<file path="src/uab_map.svh">
// Constants for the autobaud, escape detect and infrared helper block.
// Assumes a 40 MHz system clock and a plain strobe register port.
`ifndef UAB_MAP_SVH
`define UAB_MAP_SVH
`define UAB_A_CTRL 4'h0
`define UAB_A_STAT 4'h1
`define UAB_A_COUNT 4'h2
`define UAB_A_ESCCH 4'h3
`define UAB_A_ESCTIM 4'h4
`define UAB_A_RXDATA 4'h5
`define UAB_A_INC 4'h6
`define UAB_A_MOD 4'h7
`define UAB_B_ABEN 0
`define UAB_B_ABIE 1
`define UAB_B_ESCIE 2
`define UAB_B_INFRARED_ENABLE 3
`define UAB_B_INV 4
`define UAB_B_IRIE 5
`define UAB_B_R16 6
`define UAB_B_R25 7
`define UAB_B_R30 8
`define UAB_S_DONE 0
`define UAB_S_ESC 1
`define UAB_S_IRE 2
`define UAB_S_RDY 3
`define UAB_CNT_RST 16'h0008
`define UAB_CNT_MAX 16'hFFFF
`define UAB_CH_UA 8'h41
`define UAB_CH_LA 8'h61
`define UAB_OVS 16
`define UAB_IR_PULSE 3
`define UAB_TICK_NS 2000000
`define UAB_R16_HZ 16000000
`define UAB_R25_HZ 25000000
`define UAB_R30_HZ 30000000
`define UAB_TICK_DIV 500
`define UAB_ESC_RST 8'h2B
`define UAB_INC_RST 16'h000F
`define UAB_ESC_NEED 2'h3
`endif

</file>
<file path="src/uab_pkg.sv">
// Types for the autobaud, escape detect and infrared helper block.
// Used with uab_map.svh, which holds the numbers.
package uab_pkg;
    typedef struct packed {
        logic [3:0] addr;
        logic [15:0] wdata;
        logic wr;
        logic rd;
    } uab_bus_t;
    typedef struct packed {
        logic [7:0] data;
        logic err;
        logic valid;
    } uab_char_t;
    typedef enum logic [1:0] {
        UAB_IDLE = 2'b00,
        UAB_MEAS = 2'b01,
        UAB_HOLD = 2'b10
    } uab_ab_t;
endpackage

</file>
<file path="src/uab_tick.sv">
// Integer tick generator: one-cycle pulse every period cycles of the clock.
// Assumes the clock rate is given in Hz and the period in clock cycles.
`timescale 1ns/1ps
module uab_tick_gen #(
    parameter int CLK_HZ = 40000000,
    parameter int W = 32
)(
    input wire logic clk, // System clock
    input wire logic rst, // Async reset, active high
    input wire logic [W-1:0] period, // Cycles per tick, at least 1
    output logic tick // One-cycle enable
);
    logic [W-1:0] cnt_r;
    always_ff @(posedge clk or posedge rst)
    begin
        if (rst)
        begin
            cnt_r <= '0;
            tick <= 1'b0;
        end
        else if (cnt_r + 1'b1 >= period)
        begin
            cnt_r <= '0;
            tick <= 1'b1;
        end
        else
        begin
            cnt_r <= cnt_r + 1'b1;
            tick <= 1'b0;
        end
    end
endmodule

</file>
<file path="src/uab_core.sv">
// Autobaud measurement, escape sequence detect and infrared encode/decode.
// Assumes a receiver delivers characters and raw tx bits with a 16x enable.
//
// The register offsets and strobed register access are this design's own decisions.
`timescale 1ns/1ps
`include "uab_map.svh"
module uab_core import uab_pkg::*; #(
    parameter int CLK_HZ = 40000000,
    parameter int CW = 16,
    parameter int ESC_TICK_CYC = (CLK_HZ / 1000) * 2
)(
    input wire logic clk, // System clock
    input wire logic rst, // Async reset
    input wire uab_bus_t bus, // Register strobes
    output logic [15:0] rdata, // Read data, cycle after strobe
    input wire logic rxPin, // Receive pin
    input wire uab_char_t rxChar, // Received character from receiver
    input wire logic txBit, // Serial tx bit from transmitter
    input wire logic ovsEn, // 16x bit-rate enable
    output logic txPin, // Transmit pin
    output logic irRxBit, // Decoded infrared bit to receiver
    output logic rawRxBit, // Plain rx to receiver
    output logic combined_irq_n, // Combined interrupt, active low
    output logic [15:0] divider_increment, // Divider value in use
    output logic [15:0] divider_modulator // Modulator value in use
);
    logic autobaud_enable_r;
    logic autobaud_irq_enable_r;
    logic escape_irq_enable_r;
    logic infrared_enable_r;
    logic rx_invert_r;
    logic infrared_edge_irq_enable_r;
    logic [2:0] refSel_r;
    logic autobaud_done_flag_r;
    logic escape_seen_flag_r;
    logic infrared_edge_flag_r;
    logic rxReady_r;
    logic [7:0] rxHold_r;
    logic [CW-1:0] start_bit_length_count_r;
    logic [7:0] escape_char_value_r;
    logic [11:0] escape_interval_limit_r;
    logic [15:0] incSw_r;
    logic [15:0] modSw_r;
    uab_ab_t abState_r;
    logic rxPrev_r;
    logic pinPrev_r;
    logic wrCtrl;
    logic wrStat;
    logic abDetect;
    logic isA;
    logic escTick;
    logic [31:0] tickPeriod;
    logic [11:0] escTime_r;
    logic escRun_r;
    logic [1:0] escCount_r;
    logic [3:0] irPh_r;
    logic [3:0] irLow_r;

    assign wrCtrl = bus.wr && bus.addr == `UAB_A_CTRL;
    assign wrStat = bus.wr && bus.addr == `UAB_A_STAT;
    assign abDetect = autobaud_enable_r && !autobaud_done_flag_r;
    assign isA = rxChar.data == `UAB_CH_UA || rxChar.data == `UAB_CH_LA;

    // ------------------------------------------------------------
    // Control registers
    // ------------------------------------------------------------
    always_ff @(posedge clk or posedge rst)
    begin
        if (rst)
        begin
            autobaud_enable_r <= 1'b0;
            autobaud_irq_enable_r <= 1'b0;
            escape_irq_enable_r <= 1'b0;
            infrared_enable_r <= 1'b0;
            rx_invert_r <= 1'b0;
            infrared_edge_irq_enable_r <= 1'b0;
            refSel_r <= 3'h0;
            escape_char_value_r <= `UAB_ESC_RST;
            escape_interval_limit_r <= 12'h000;
            incSw_r <= `UAB_INC_RST;
            modSw_r <= 16'h0000;
        end
        else if (bus.wr)
        begin
            if (bus.addr == `UAB_A_CTRL)
            begin
                autobaud_enable_r <= bus.wdata[`UAB_B_ABEN];
                autobaud_irq_enable_r <= bus.wdata[`UAB_B_ABIE];
                escape_irq_enable_r <= bus.wdata[`UAB_B_ESCIE];
                infrared_enable_r <= bus.wdata[`UAB_B_INFRARED_ENABLE];
                rx_invert_r <= bus.wdata[`UAB_B_INV];
                infrared_edge_irq_enable_r <= bus.wdata[`UAB_B_IRIE];
                refSel_r <= bus.wdata[`UAB_B_R30:`UAB_B_R16];
            end
            else if (bus.addr == `UAB_A_ESCCH)
                escape_char_value_r <= bus.wdata[7:0];
            else if (bus.addr == `UAB_A_ESCTIM)
                escape_interval_limit_r <= bus.wdata[11:0];
            else if (bus.addr == `UAB_A_INC)
                incSw_r <= bus.wdata;
            else if (bus.addr == `UAB_A_MOD)
                modSw_r <= bus.wdata;
        end
    end

    // ------------------------------------------------------------
    // Start-bit measurement
    // ------------------------------------------------------------
    // Measurement restarts at the first falling edge after each received character while armed, so a bad
    // character just gets overwritten by the next attempt.
    always_ff @(posedge clk or posedge rst)
    begin
        if (rst)
        begin
            abState_r <= UAB_IDLE;
            start_bit_length_count_r <= `UAB_CNT_RST;
            rxPrev_r <= 1'b1;
        end
        else
        begin
            rxPrev_r <= rawRxBit;
            case (abState_r)
                UAB_IDLE:
                begin
                    if (abDetect && rxPrev_r && !rawRxBit)
                    begin
                        abState_r <= UAB_MEAS;
                        start_bit_length_count_r <= CW'(1);
                    end
                end
                UAB_MEAS:
                begin
                    if (!abDetect)
                        abState_r <= UAB_IDLE;
                    else if (rawRxBit)
                        abState_r <= UAB_HOLD;
                    else if (start_bit_length_count_r != `UAB_CNT_MAX)
                        start_bit_length_count_r <= start_bit_length_count_r + 1'b1;
                end
                UAB_HOLD:
                begin
                    if (!abDetect || (rxChar.valid && !autobaud_done_flag_r))
                        abState_r <= UAB_IDLE;
                end
                default:
                    abState_r <= UAB_IDLE;
            endcase
        end
    end

    // ------------------------------------------------------------
    // Status flags, set wins over write-one clear
    // ------------------------------------------------------------
    always_ff @(posedge clk or posedge rst)
    begin
        if (rst)
            autobaud_done_flag_r <= 1'b0;
        else if (abDetect && abState_r == UAB_HOLD && rxChar.valid && !rxChar.err && isA)
            autobaud_done_flag_r <= 1'b1;
        else if (wrStat && bus.wdata[`UAB_S_DONE])
            autobaud_done_flag_r <= 1'b0;
    end

    always_ff @(posedge clk or posedge rst)
    begin
        if (rst)
            escape_seen_flag_r <= 1'b0;
        else if (escape_irq_enable_r && rxChar.valid && !rxChar.err
                 && rxChar.data == escape_char_value_r && escCount_r == 2'h2
                 && (escRun_r || 1'b0))
            escape_seen_flag_r <= 1'b1;
        else if (wrStat && bus.wdata[`UAB_S_ESC])
            escape_seen_flag_r <= 1'b0;
    end

    // Edges come from the pin itself: the plain receive path is held high in infrared mode
    always_ff @(posedge clk or posedge rst)
    begin
        if (rst)
        begin
            infrared_edge_flag_r <= 1'b0;
            pinPrev_r <= 1'b1;
        end
        else
        begin
            pinPrev_r <= rxPin;
            if (infrared_enable_r && (rx_invert_r ? (!pinPrev_r && rxPin)
                                                  : (pinPrev_r && !rxPin)))
                infrared_edge_flag_r <= 1'b1;
            else if (wrStat && bus.wdata[`UAB_S_IRE])
                infrared_edge_flag_r <= 1'b0;
        end
    end

    // Holds the last character so software can read back the 'A'
    always_ff @(posedge clk or posedge rst)
    begin
        if (rst)
        begin
            rxReady_r <= 1'b0;
            rxHold_r <= 8'h00;
        end
        else if (rxChar.valid)
        begin
            rxReady_r <= 1'b1;
            rxHold_r <= rxChar.data;
        end
        else if (bus.rd && bus.addr == `UAB_A_RXDATA)
            rxReady_r <= 1'b0;
    end

    // ------------------------------------------------------------
    // Divider values and interrupt
    // ------------------------------------------------------------
    always_ff @(posedge clk or posedge rst)
    begin
        if (rst)
        begin
            divider_increment <= 16'h0000;
            divider_modulator <= 16'h0000;
            combined_irq_n <= 1'b1;
        end
        else
        begin
            if (abDetect)
            begin
                divider_increment <= 16'h0000;
                divider_modulator <= 16'h0000;
            end
            else if (autobaud_done_flag_r)
            begin
                divider_increment <= 16'h0000;
                divider_modulator <= 16'(start_bit_length_count_r / `UAB_OVS);
            end
            else
            begin
                divider_increment <= incSw_r;
                divider_modulator <= modSw_r;
            end
            combined_irq_n <= !((autobaud_done_flag_r && autobaud_enable_r
                                 && autobaud_irq_enable_r)
                                || (infrared_edge_flag_r && infrared_edge_irq_enable_r)
                                || escape_seen_flag_r);
        end
    end

    // ------------------------------------------------------------
    // Escape timer
    // ------------------------------------------------------------
    always_comb
    begin
        tickPeriod = 32'(ESC_TICK_CYC);
        // The block runs on the reference clock, so a selected reference fixes the count
        if (refSel_r[0])
            tickPeriod = 32'(`UAB_R16_HZ / `UAB_TICK_DIV);
        else if (refSel_r[1])
            tickPeriod = 32'(`UAB_R25_HZ / `UAB_TICK_DIV);
        else if (refSel_r[2])
            tickPeriod = 32'(`UAB_R30_HZ / `UAB_TICK_DIV);
    end

    uab_tick_gen #(.CLK_HZ(CLK_HZ), .W(32)) tickGen (
        .clk(clk),
        .rst(rst),
        .period(tickPeriod),
        .tick(escTick)
    );

    always_ff @(posedge clk or posedge rst)
    begin
        if (rst)
        begin
            escRun_r <= 1'b0;
            escTime_r <= 12'h000;
            escCount_r <= 2'h0;
        end
        else if (rxChar.valid && !rxChar.err && rxChar.data == escape_char_value_r)
        begin
            escRun_r <= 1'b1;
            escTime_r <= 12'h000;
            if (!escRun_r || escCount_r == 2'h2)
                escCount_r <= 2'h1;
            else
                escCount_r <= escCount_r + 2'h1;
        end
        else if (rxChar.valid)
        begin
            escRun_r <= 1'b0;
            escCount_r <= 2'h0;
        end
        else if (escRun_r && escTick)
        begin
            if (escTime_r == escape_interval_limit_r)
            begin
                escRun_r <= 1'b0;
                escCount_r <= 2'h0;
            end
            else
                escTime_r <= escTime_r + 12'h001;
        end
    end

    // ------------------------------------------------------------
    // Infrared encode and decode
    // ------------------------------------------------------------
    always_ff @(posedge clk or posedge rst)
    begin
        if (rst)
        begin
            irPh_r <= 4'h0;
            txPin <= 1'b1;
        end
        else
        begin
            if (ovsEn)
                irPh_r <= irPh_r + 4'h1;
            if (infrared_enable_r)
                txPin <= !txBit && irPh_r < 4'(`UAB_IR_PULSE);
            else
                txPin <= txBit;
        end
    end

    // A low pulse keeps the decoder output at zero until 15 enables after the pin goes back high
    always_ff @(posedge clk or posedge rst)
    begin
        if (rst)
        begin
            irLow_r <= 4'h0;
            irRxBit <= 1'b1;
            rawRxBit <= 1'b1;
        end
        else
        begin
            rawRxBit <= infrared_enable_r ? 1'b1 : (rxPin ^ rx_invert_r);
            if (infrared_enable_r && (rxPin ^ rx_invert_r) == 1'b0)
                irLow_r <= 4'hF;
            else if (ovsEn && irLow_r != 4'h0)
                irLow_r <= irLow_r - 4'h1;
            irRxBit <= !(infrared_enable_r && irLow_r != 4'h0);
        end
    end

    // ------------------------------------------------------------
    // Read port
    // ------------------------------------------------------------
    always_ff @(posedge clk or posedge rst)
    begin
        if (rst)
            rdata <= 16'h0000;
        else if (!bus.rd)
            rdata <= 16'h0000;
        else if (bus.addr == `UAB_A_CTRL)
            rdata <= {7'h00, refSel_r, infrared_edge_irq_enable_r, rx_invert_r,
                      infrared_enable_r, escape_irq_enable_r, autobaud_irq_enable_r,
                      autobaud_enable_r};
        else if (bus.addr == `UAB_A_STAT)
            rdata <= {12'h000, rxReady_r, infrared_edge_flag_r, escape_seen_flag_r,
                      autobaud_done_flag_r};
        else if (bus.addr == `UAB_A_COUNT)
            rdata <= 16'(start_bit_length_count_r);
        else if (bus.addr == `UAB_A_ESCCH)
            rdata <= {8'h00, escape_char_value_r};
        else if (bus.addr == `UAB_A_ESCTIM)
            rdata <= {4'h0, escape_interval_limit_r};
        else if (bus.addr == `UAB_A_RXDATA)
            rdata <= {8'h00, rxHold_r};
        else if (bus.addr == `UAB_A_INC)
            rdata <= incSw_r;
        else if (bus.addr == `UAB_A_MOD)
            rdata <= modSw_r;
        else
            rdata <= 16'h0000;
    end

    // ------------------------------------------------------------
    // Checks
    // ------------------------------------------------------------
    count_saturates_a: assert property (@(posedge clk) disable iff (rst)
        start_bit_length_count_r == `UAB_CNT_MAX && abState_r == UAB_MEAS
        |=> start_bit_length_count_r == `UAB_CNT_MAX)
        else $error("start-bit counter wrapped");
    count_frozen_a: assert property (@(posedge clk) disable iff (rst)
        !autobaud_enable_r |=> $stable(start_bit_length_count_r))
        else $error("counter moved while disabled");
    done_cause_a: assert property (@(posedge clk) disable iff (rst)
        $rose(autobaud_done_flag_r) |-> $past(rxChar.valid) && !$past(rxChar.err))
        else $error("done set without good character");
    irq_hold_a: assert property (@(posedge clk) disable iff (rst)
        autobaud_done_flag_r && autobaud_enable_r && autobaud_irq_enable_r
        |=> !combined_irq_n)
        else $error("autobaud interrupt missing");
    div_forced_a: assert property (@(posedge clk) disable iff (rst)
        abDetect |=> divider_increment == 16'h0000 && divider_modulator == 16'h0000)
        else $error("divider not forced to zero");
    tx_idle_a: assert property (@(posedge clk) disable iff (rst)
        infrared_enable_r && txBit |=> !txPin)
        else $error("infrared pulse on a one bit");
    ir_edge_a: assert property (@(posedge clk) disable iff (rst)
        infrared_enable_r && !rx_invert_r && pinPrev_r && !rxPin
        |=> infrared_edge_flag_r)
        else $error("edge flag not set");
    ready_clear_a: assert property (@(posedge clk) disable iff (rst)
        bus.rd && bus.addr == `UAB_A_RXDATA && !rxChar.valid |=> !rxReady_r)
        else $error("ready not cleared by read");
endmodule

</file>
<file path="config.mk">
export PLATFORM = sky130hd
export DESIGN_NAME = uab_core
export DESIGN_NICKNAME = d
export VERILOG_FILES = /design/src/uab_pkg.sv /design/src/uab_tick.sv /design/src/uab_core.sv
export VERILOG_INCLUDE_DIRS = /design/src
export SDC_FILE = /design/constraint.sdc
export NUM_CORES = 1
export LEC_CHECK = 0
export BUFFER_PORTS_ARGS = -buffer_cell sky130_fd_sc_hd__buf_2
export CAP_MARGIN = 20
export CORE_MARGIN = 2
export CORE_UTILIZATION = 30
export CTS_CLUSTER_DIAMETER = 100
export CTS_CLUSTER_SIZE = 12
export DETAILED_ROUTE_END_ITERATION = 12
export PLACE_DENSITY = 0.53
export RECOVER_POWER = 100
export SETUP_SLACK_MARGIN = 0.1
export SLEW_MARGIN = 20
export SYNTH_ARGS = -nofsm -noshare
export SYNTH_HDL_FRONTEND = slang
export SYNTH_SLANG_ARGS = --single-unit
</file>
<file path="constraint.sdc">
create_clock -name clk -period 5.7 [get_ports clk]
set_input_delay 0.285 -clock clk [delete_from_list [all_inputs] [get_ports clk]]
set_output_delay 0.285 -clock clk [all_outputs]
set_load 0.02 [all_outputs]
</file>
# Word-level counts from Yosys, hierarchy flattened
# Index checks and enable logic that the tools add are counted.
# W data, S select, Z words.
[totals]
output_inout_bits = 52
in_bits = 37
wordCells = 192
reg_bits = 201
[op_classes]
n_mux = 54
bitwise_logic = 6
n_eq_ne = 23
n_lt_le_gt_ge = 2
reduce_logical = 67
n_addsub = 6
[ops]
columns = ["cell", "n"]
rows = [
  ["$mux W16", 17],
  ["$mux W17", 3],
  ["$mux W12", 4],
  ["$add A32 B1 Y32 const B", 1],
  ["$ge A32 B17 Y1", 1],
  ["$mux W32", 1],
  ["$pmux W16 S2", 1],
  ["$logic_and A1 B1 Y1", 31],
  ["$mux W2", 9],
  ["$add A16 B1 Y16 const B", 1],
  ["$eq A4 B3 Y1 const B", 4],
  ["$eq A8 B7 Y1 const B", 2],
  ["$mux W1", 16],
  ["$ne A16 B16 Y1 const B", 1],
  ["$reduce_bool A2 Y1", 7],
  ["$add A12 B1 Y12 const B", 1],
  ["$eq A12 B12 Y1", 1],
  ["$ne A2 B2 Y1 const B", 6],
  ["$logic_not A1 Y1", 10],
  ["$reduce_and A5 Y1", 2],
  ["$reduce_and A3 Y1", 3],
  ["$eq A4 B2 Y1 const B", 2],
  ["$eq A8 B8 Y1", 1],
  ["$mux W4", 2],
  ["20 further kinds", 31],
]

# Logic depth before layout (Yosys ltp)
[logic_depth]
word_depth = 10
mapped_depth = 14
ltp_nobuf = 13

# By module
# A second synthesis with hierarchy kept.
[hier_totals]
cells_unflattened = 952
area_unflattened_um2 = 10297.4
[modules_own_cells]
columns = ["module", "cells_per_inst", "seq_area_each_um2", "instances", "area_each_um2"]
rows = [
  ["uab_core", 690, 4222.8, 1, 7744.9],
  ["uab_tick_gen", 262, 825.8, 1, 2552.4],
]

# Least setup slack after synthesis
# No wires, ideal clock.
[synth_path]
kind = "register -> register"
startpoint = "register tickGen.cnt_r[0]"
endpoint = "register tickGen.cnt_r[12]"
path_slack_ps = 2713
path_stages_with_launch = 15
setup_time_ps = 80
t_arrival_ps = 2907
n_path_buf = 2
required_ps = 5620
period_less_slack_ps = 2987
path_cell_list = "dfrtp_1 ha_1 clkbuf_1 nand2_1 nor3_1 xor2_1 ha_1 a21oi_1 a21oi_1 a221oi_1 o21ai_0 a211oi_1 o211ai_2 buf_6 nor3b_2"
[synth_via]
elab_chain_cells = 3
[synth_lines]
columns = ["element", "line", "text"]
rows = [
  ["start: declaration", "uab_tick.sv:13", "logic [W-1:0] cnt_r;"],
  ["start signal: assignment", "uab_tick.sv:28", "cnt_r <= cnt_r + 1'b1;"],
  ["$add A32 B1 Y32 *", "uab_tick.sv:21, uab_tick.sv:28", ""],
  ["$ge A32 B17 Y1", "uab_tick.sv:21", "else if (cnt_r + 1'b1 >= period)"],
  ["$mux W32 *", "uab_tick.sv:21", ""],
]
# Every way passes the cells marked *; elsewhere a longest branch is shown, timed or not.
# A chain may end at the register's enable or synchronous reset.

==> impl_metrics.json <==
{
  "outcome": "complete, but fails checks",
  "violations": "max-capacitance violations, max-slew violations",
  "switching_power_mw": 1.11,
  "syn_avg_cell_area_um2": 10.9,
  "final_cells": 1387,
  "crit_buf_inv": 4,
  "crit_required_ns": 5.83,
  "maxCapViolCount": 3,
  "drt_first_pass_iters": 5,
  "critPathMaxStageDelay_ns": 1.80,
  "setup_violations": 0,
  "synth-edff-count": 0,
  "diodes": 0,
  "min_period_over_period": 0.661,
  "grt.overflow.total": 0,
  "timing.final.ws_setup_ns": 1.93,
  "p_seq_frac": 0.493,
  "yosysSeqAreaShare": 0.532,
  "worst_pin_slew_ns": 2.25,
  "row_count": 65,
  "dp_hpwl_um": 17500,
  "intPower_mw": 2.63,
  "hp-start": "bus[17]",
  "async_flop_share": 1.00,
  "end_kind": "async pin",
  "critPathTopFamily": "buffers and inverters",
  "io_pins": 89,
  "postRouteAntennaNets": 0,
  "final-hold-violation-count": 0,
  "insertion_delay_ns": 0.49,
  "rsz0062_at_grt": "false",
  "htree_num_levels": 1,
  "max_freq_mhz": 266,
  "cts_tree": "yes",
  "grt_max_degree": 163,
  "max_slew_margin": -0.501,
  "mappedNetlistArea_mm2": 0.00949,
  "routed_wl_um": 24900,
  "fillers": 3248,
  "fin_hold_ws_ns": 0.0169,
  "min_path_type": "primary input to register",
  "synth-seq-cells": 201,
  "nNetsFinal": 1027,
  "path_max_fanout": 162,
  "synth_xor_xnor_area_share": 0.0600,
  "finalPower_mw": 3.74,
  "yosys.area_share.adder": 0.0250,
  "synth_top_family_by_area": "simple AND/OR/NAND/NOR gates",
  "initial_utilization": 0.302,
  "viasPerCell": 4.95,
  "drv_slew": 243,
  "drive_gt1_frac": 0.149,
  "synthFlopType": "dfrtp_1",
  "drt_iter0_markers": 455,
  "die-width_um": 182,
  "die_h_um": 182,
  "vias": 6872,
  "pre_cts_ws_ns": 2.20,
  "pwr_density_cell_mw_per_mm2": 343,
  "startpoint_type": "primary input",
  "skew_ns": 0.0146,
  "switching_share": 0.296,
  "grt_pass1_vias": 6823,
  "fin_crit_ns": 3.77,
  "dp_cells": 1346,
  "track_usage": 0.152,
  "crit_slowest_cell": "clkbuf_4",
  "crit_type": "primary input to async pin",
  "setup_tns_ns": 0,
  "p_clk_frac": 0.331,
  "grt_pass1_wl_um": 39700,
  "syn-instance-count": 869,
  "clk_path_buf_depth": 3,
  "gp_congestion": 0.813,
  "clkTransAtPathRegs_ns": 0.06,
  "wl_per_cell_um": 18.0,
  "area_delta_synth_final_pct": 15.0,
  "synth_cell_type_count": 63,
  "r2r-start": "tickGen.cnt_r[0]",
  "clock-sinks": 201,
  "cts_root_buffer": "clkbuf_16",
  "pwr-share-comb": 0.176,
  "core_area_mm2": 0.0314,
  "antenna_found_initial": 0,
  "cts_buffers": 20,
  "cp-startpoint": "rst",
  "arrival_ns": 3.89,
  "die_area_mm2": 0.0331,
  "p_leak_nw": 4.58,
  "portBuffers": 88,
  "cts_resized": 0,
  "drc": 0,
  "synth_compound_area_frac": 0.0907,
  "peakVddDrop_mv": 0.182,
  "synth_simple_gate_area_frac": 0.189,
  "yosys_warnings": 0,
  "path_cells": "dlygate4sd3_1 -> clkbuf_1 -> clkinvlp_2 -> clkbuf_4",
  "synthMuxAreaShare": 0.0802
}
-- metrics by stage --
step,utilization,instance area [um^2]
6_report,0.348,10900
5_1_grt,0.348,10900
4_1_cts,0.352,11100
3_5_place_dp,0.332,10400
3_3_place_gp,0.332,10400
2_1_floorplan,-,9550
-- kinds of logic after synthesis --
| family | Yosys count |
|---|---|
| buffers and inverters | 55 |
| XOR/XNOR | 65 |
| AO/OA/AOI/OAI | 138 |
| adder cells (fa/ha/maj) | 19 |
| multiplexers | 68 |
| other | 1 |
| flip-flops | 201 |
| AND/OR/NAND/NOR | 322 |
-- cell usage after synthesis (8+ instances only) --
cell type	number	share of area
dfrtp_1	186	0.49
xnor2_1	33	0.030
inv_1	20	0.0079
nand2b_1	16	0.011
ha_1	19	0.025
nand3_1	28	0.015
clkbuf_1	29	0.011
and3_1	8	0.0053
and4_1	8	0.0074
mux2_2	63	0.075
nand2_1	68	0.027
a21oi_1	40	0.021
and2_1	27	0.018
or3_1	9	0.0059
a221oi_1	12	0.011
nor3_1	16	0.0084
nand4_1	24	0.016
nor2_1	63	0.025
nor3b_1	13	0.010
o21ai_0	41	0.022
xor2_1	32	0.030
dfstp_2	15	0.042
-- power groups by stage --
stage / Clock [mW] / Sequential, mW / Combinational, mW
final: 1.24 / 1.85 / 0.657
after global routing: 1.34 / 1.87 / 0.740
after CTS: 1.29 / 1.85 / 0.693
after detailed placement: 0 / 1.87 / 0.686
after global placement: 0 / 1.87 / 0.678
after floorplan: 0 / 1.89 / 0.395
-- final cells by class --
cell class,instances,area [um^2],share of cell area
Sequential cell,201,5050,0.463
Multi-Input combinational cell,627,4240,0.388
Clock buffer,36,592,0.0542
Tap cell,402,503,0.0461
Timing Repair Buffer,101,455,0.0417
Inverter,20,76.3,0.00699
-- flip-flops by register name, indices dropped and copies added, names as in the netlist, 12 cells and up --
name / cells
divider_increment: 16
divider_modulator: 16
escTime_r: 12
escape_interval_limit_r: 12
incSw_r: 16
modSw_r: 16
rdata: 16
start_bit_length_count_r: 16
tickGen.cnt_r: 32
-- path summary, 6_finish.rpt --
kind / cells past startpoint / to / slack, ns
setup reg to reg: 13 / tickGen.tick / 2.08
hold reg to reg: 0 / rxPrev_r / 0.42
hold / removal: 3 / incSw_r[15] / 0.02
min in group asynchronous: 3 / tickGen.cnt_r[23] / 0.75
setup / recovery: 4 / escTime_r[1] / 1.93
max in group clk: 13 / tickGen.tick / 2.08
-- layer usage --
layer  GRT usage  up-vias  share of wire
met1       0.224     3392           0.48
met4      0.0381        0          0.018
met2       0.239      175           0.45
met5           0        -              0
li1            -     3278              -
met3      0.0170       27          0.044
-- worst reg2reg max path, stage by stage (launching register included) --
cell and delay [ns]:
dfrtp_1 0.41, ha_1 0.36, nand2_1 0.18, nor3_1 0.25, xor2_1 0.21, ha_1 0.29, a21oi_1 0.15, a21oi_1 0.08
a221oi_1 0.21, o21ai_0 0.13, a211oi_1 0.22, o211ai_1 0.30, clkbuf_1 0.40, or2_1 0.32
-- repair_timing --
item | CTS | global route
endpoints found under the hold margin | 11 | 0
endpoints found under the setup margin | 0 | 0
hold buffers | 4 | 0
setup buffers | 0 | 0
-- cell usage in the layout (no fill, tap or decap), types with 7 or more instances in the layout --
master / n
conb_1: 15
or3_1: 9
nor3_1: 19
and2_1: 7
a221oi_1: 12
o21ai_0: 42
nand3_1: 28
clkbuf_16: 21
and2_0: 20
xor2_1: 32
buf_2: 32
a22oi_1: 7
nand2_1: 68
ha_1: 19
clkbuf_1: 76
nor3b_1: 16
and4_1: 8
inv_1: 19
nand2b_1: 16
dfrtp_1: 186
nor2_1: 63
mux2_2: 63
dfstp_2: 14
nand4_1: 24
xnor2_1: 33
a21oi_1: 40
and3_1: 8
Note: power is estimated with default switching activity, not from simulation.
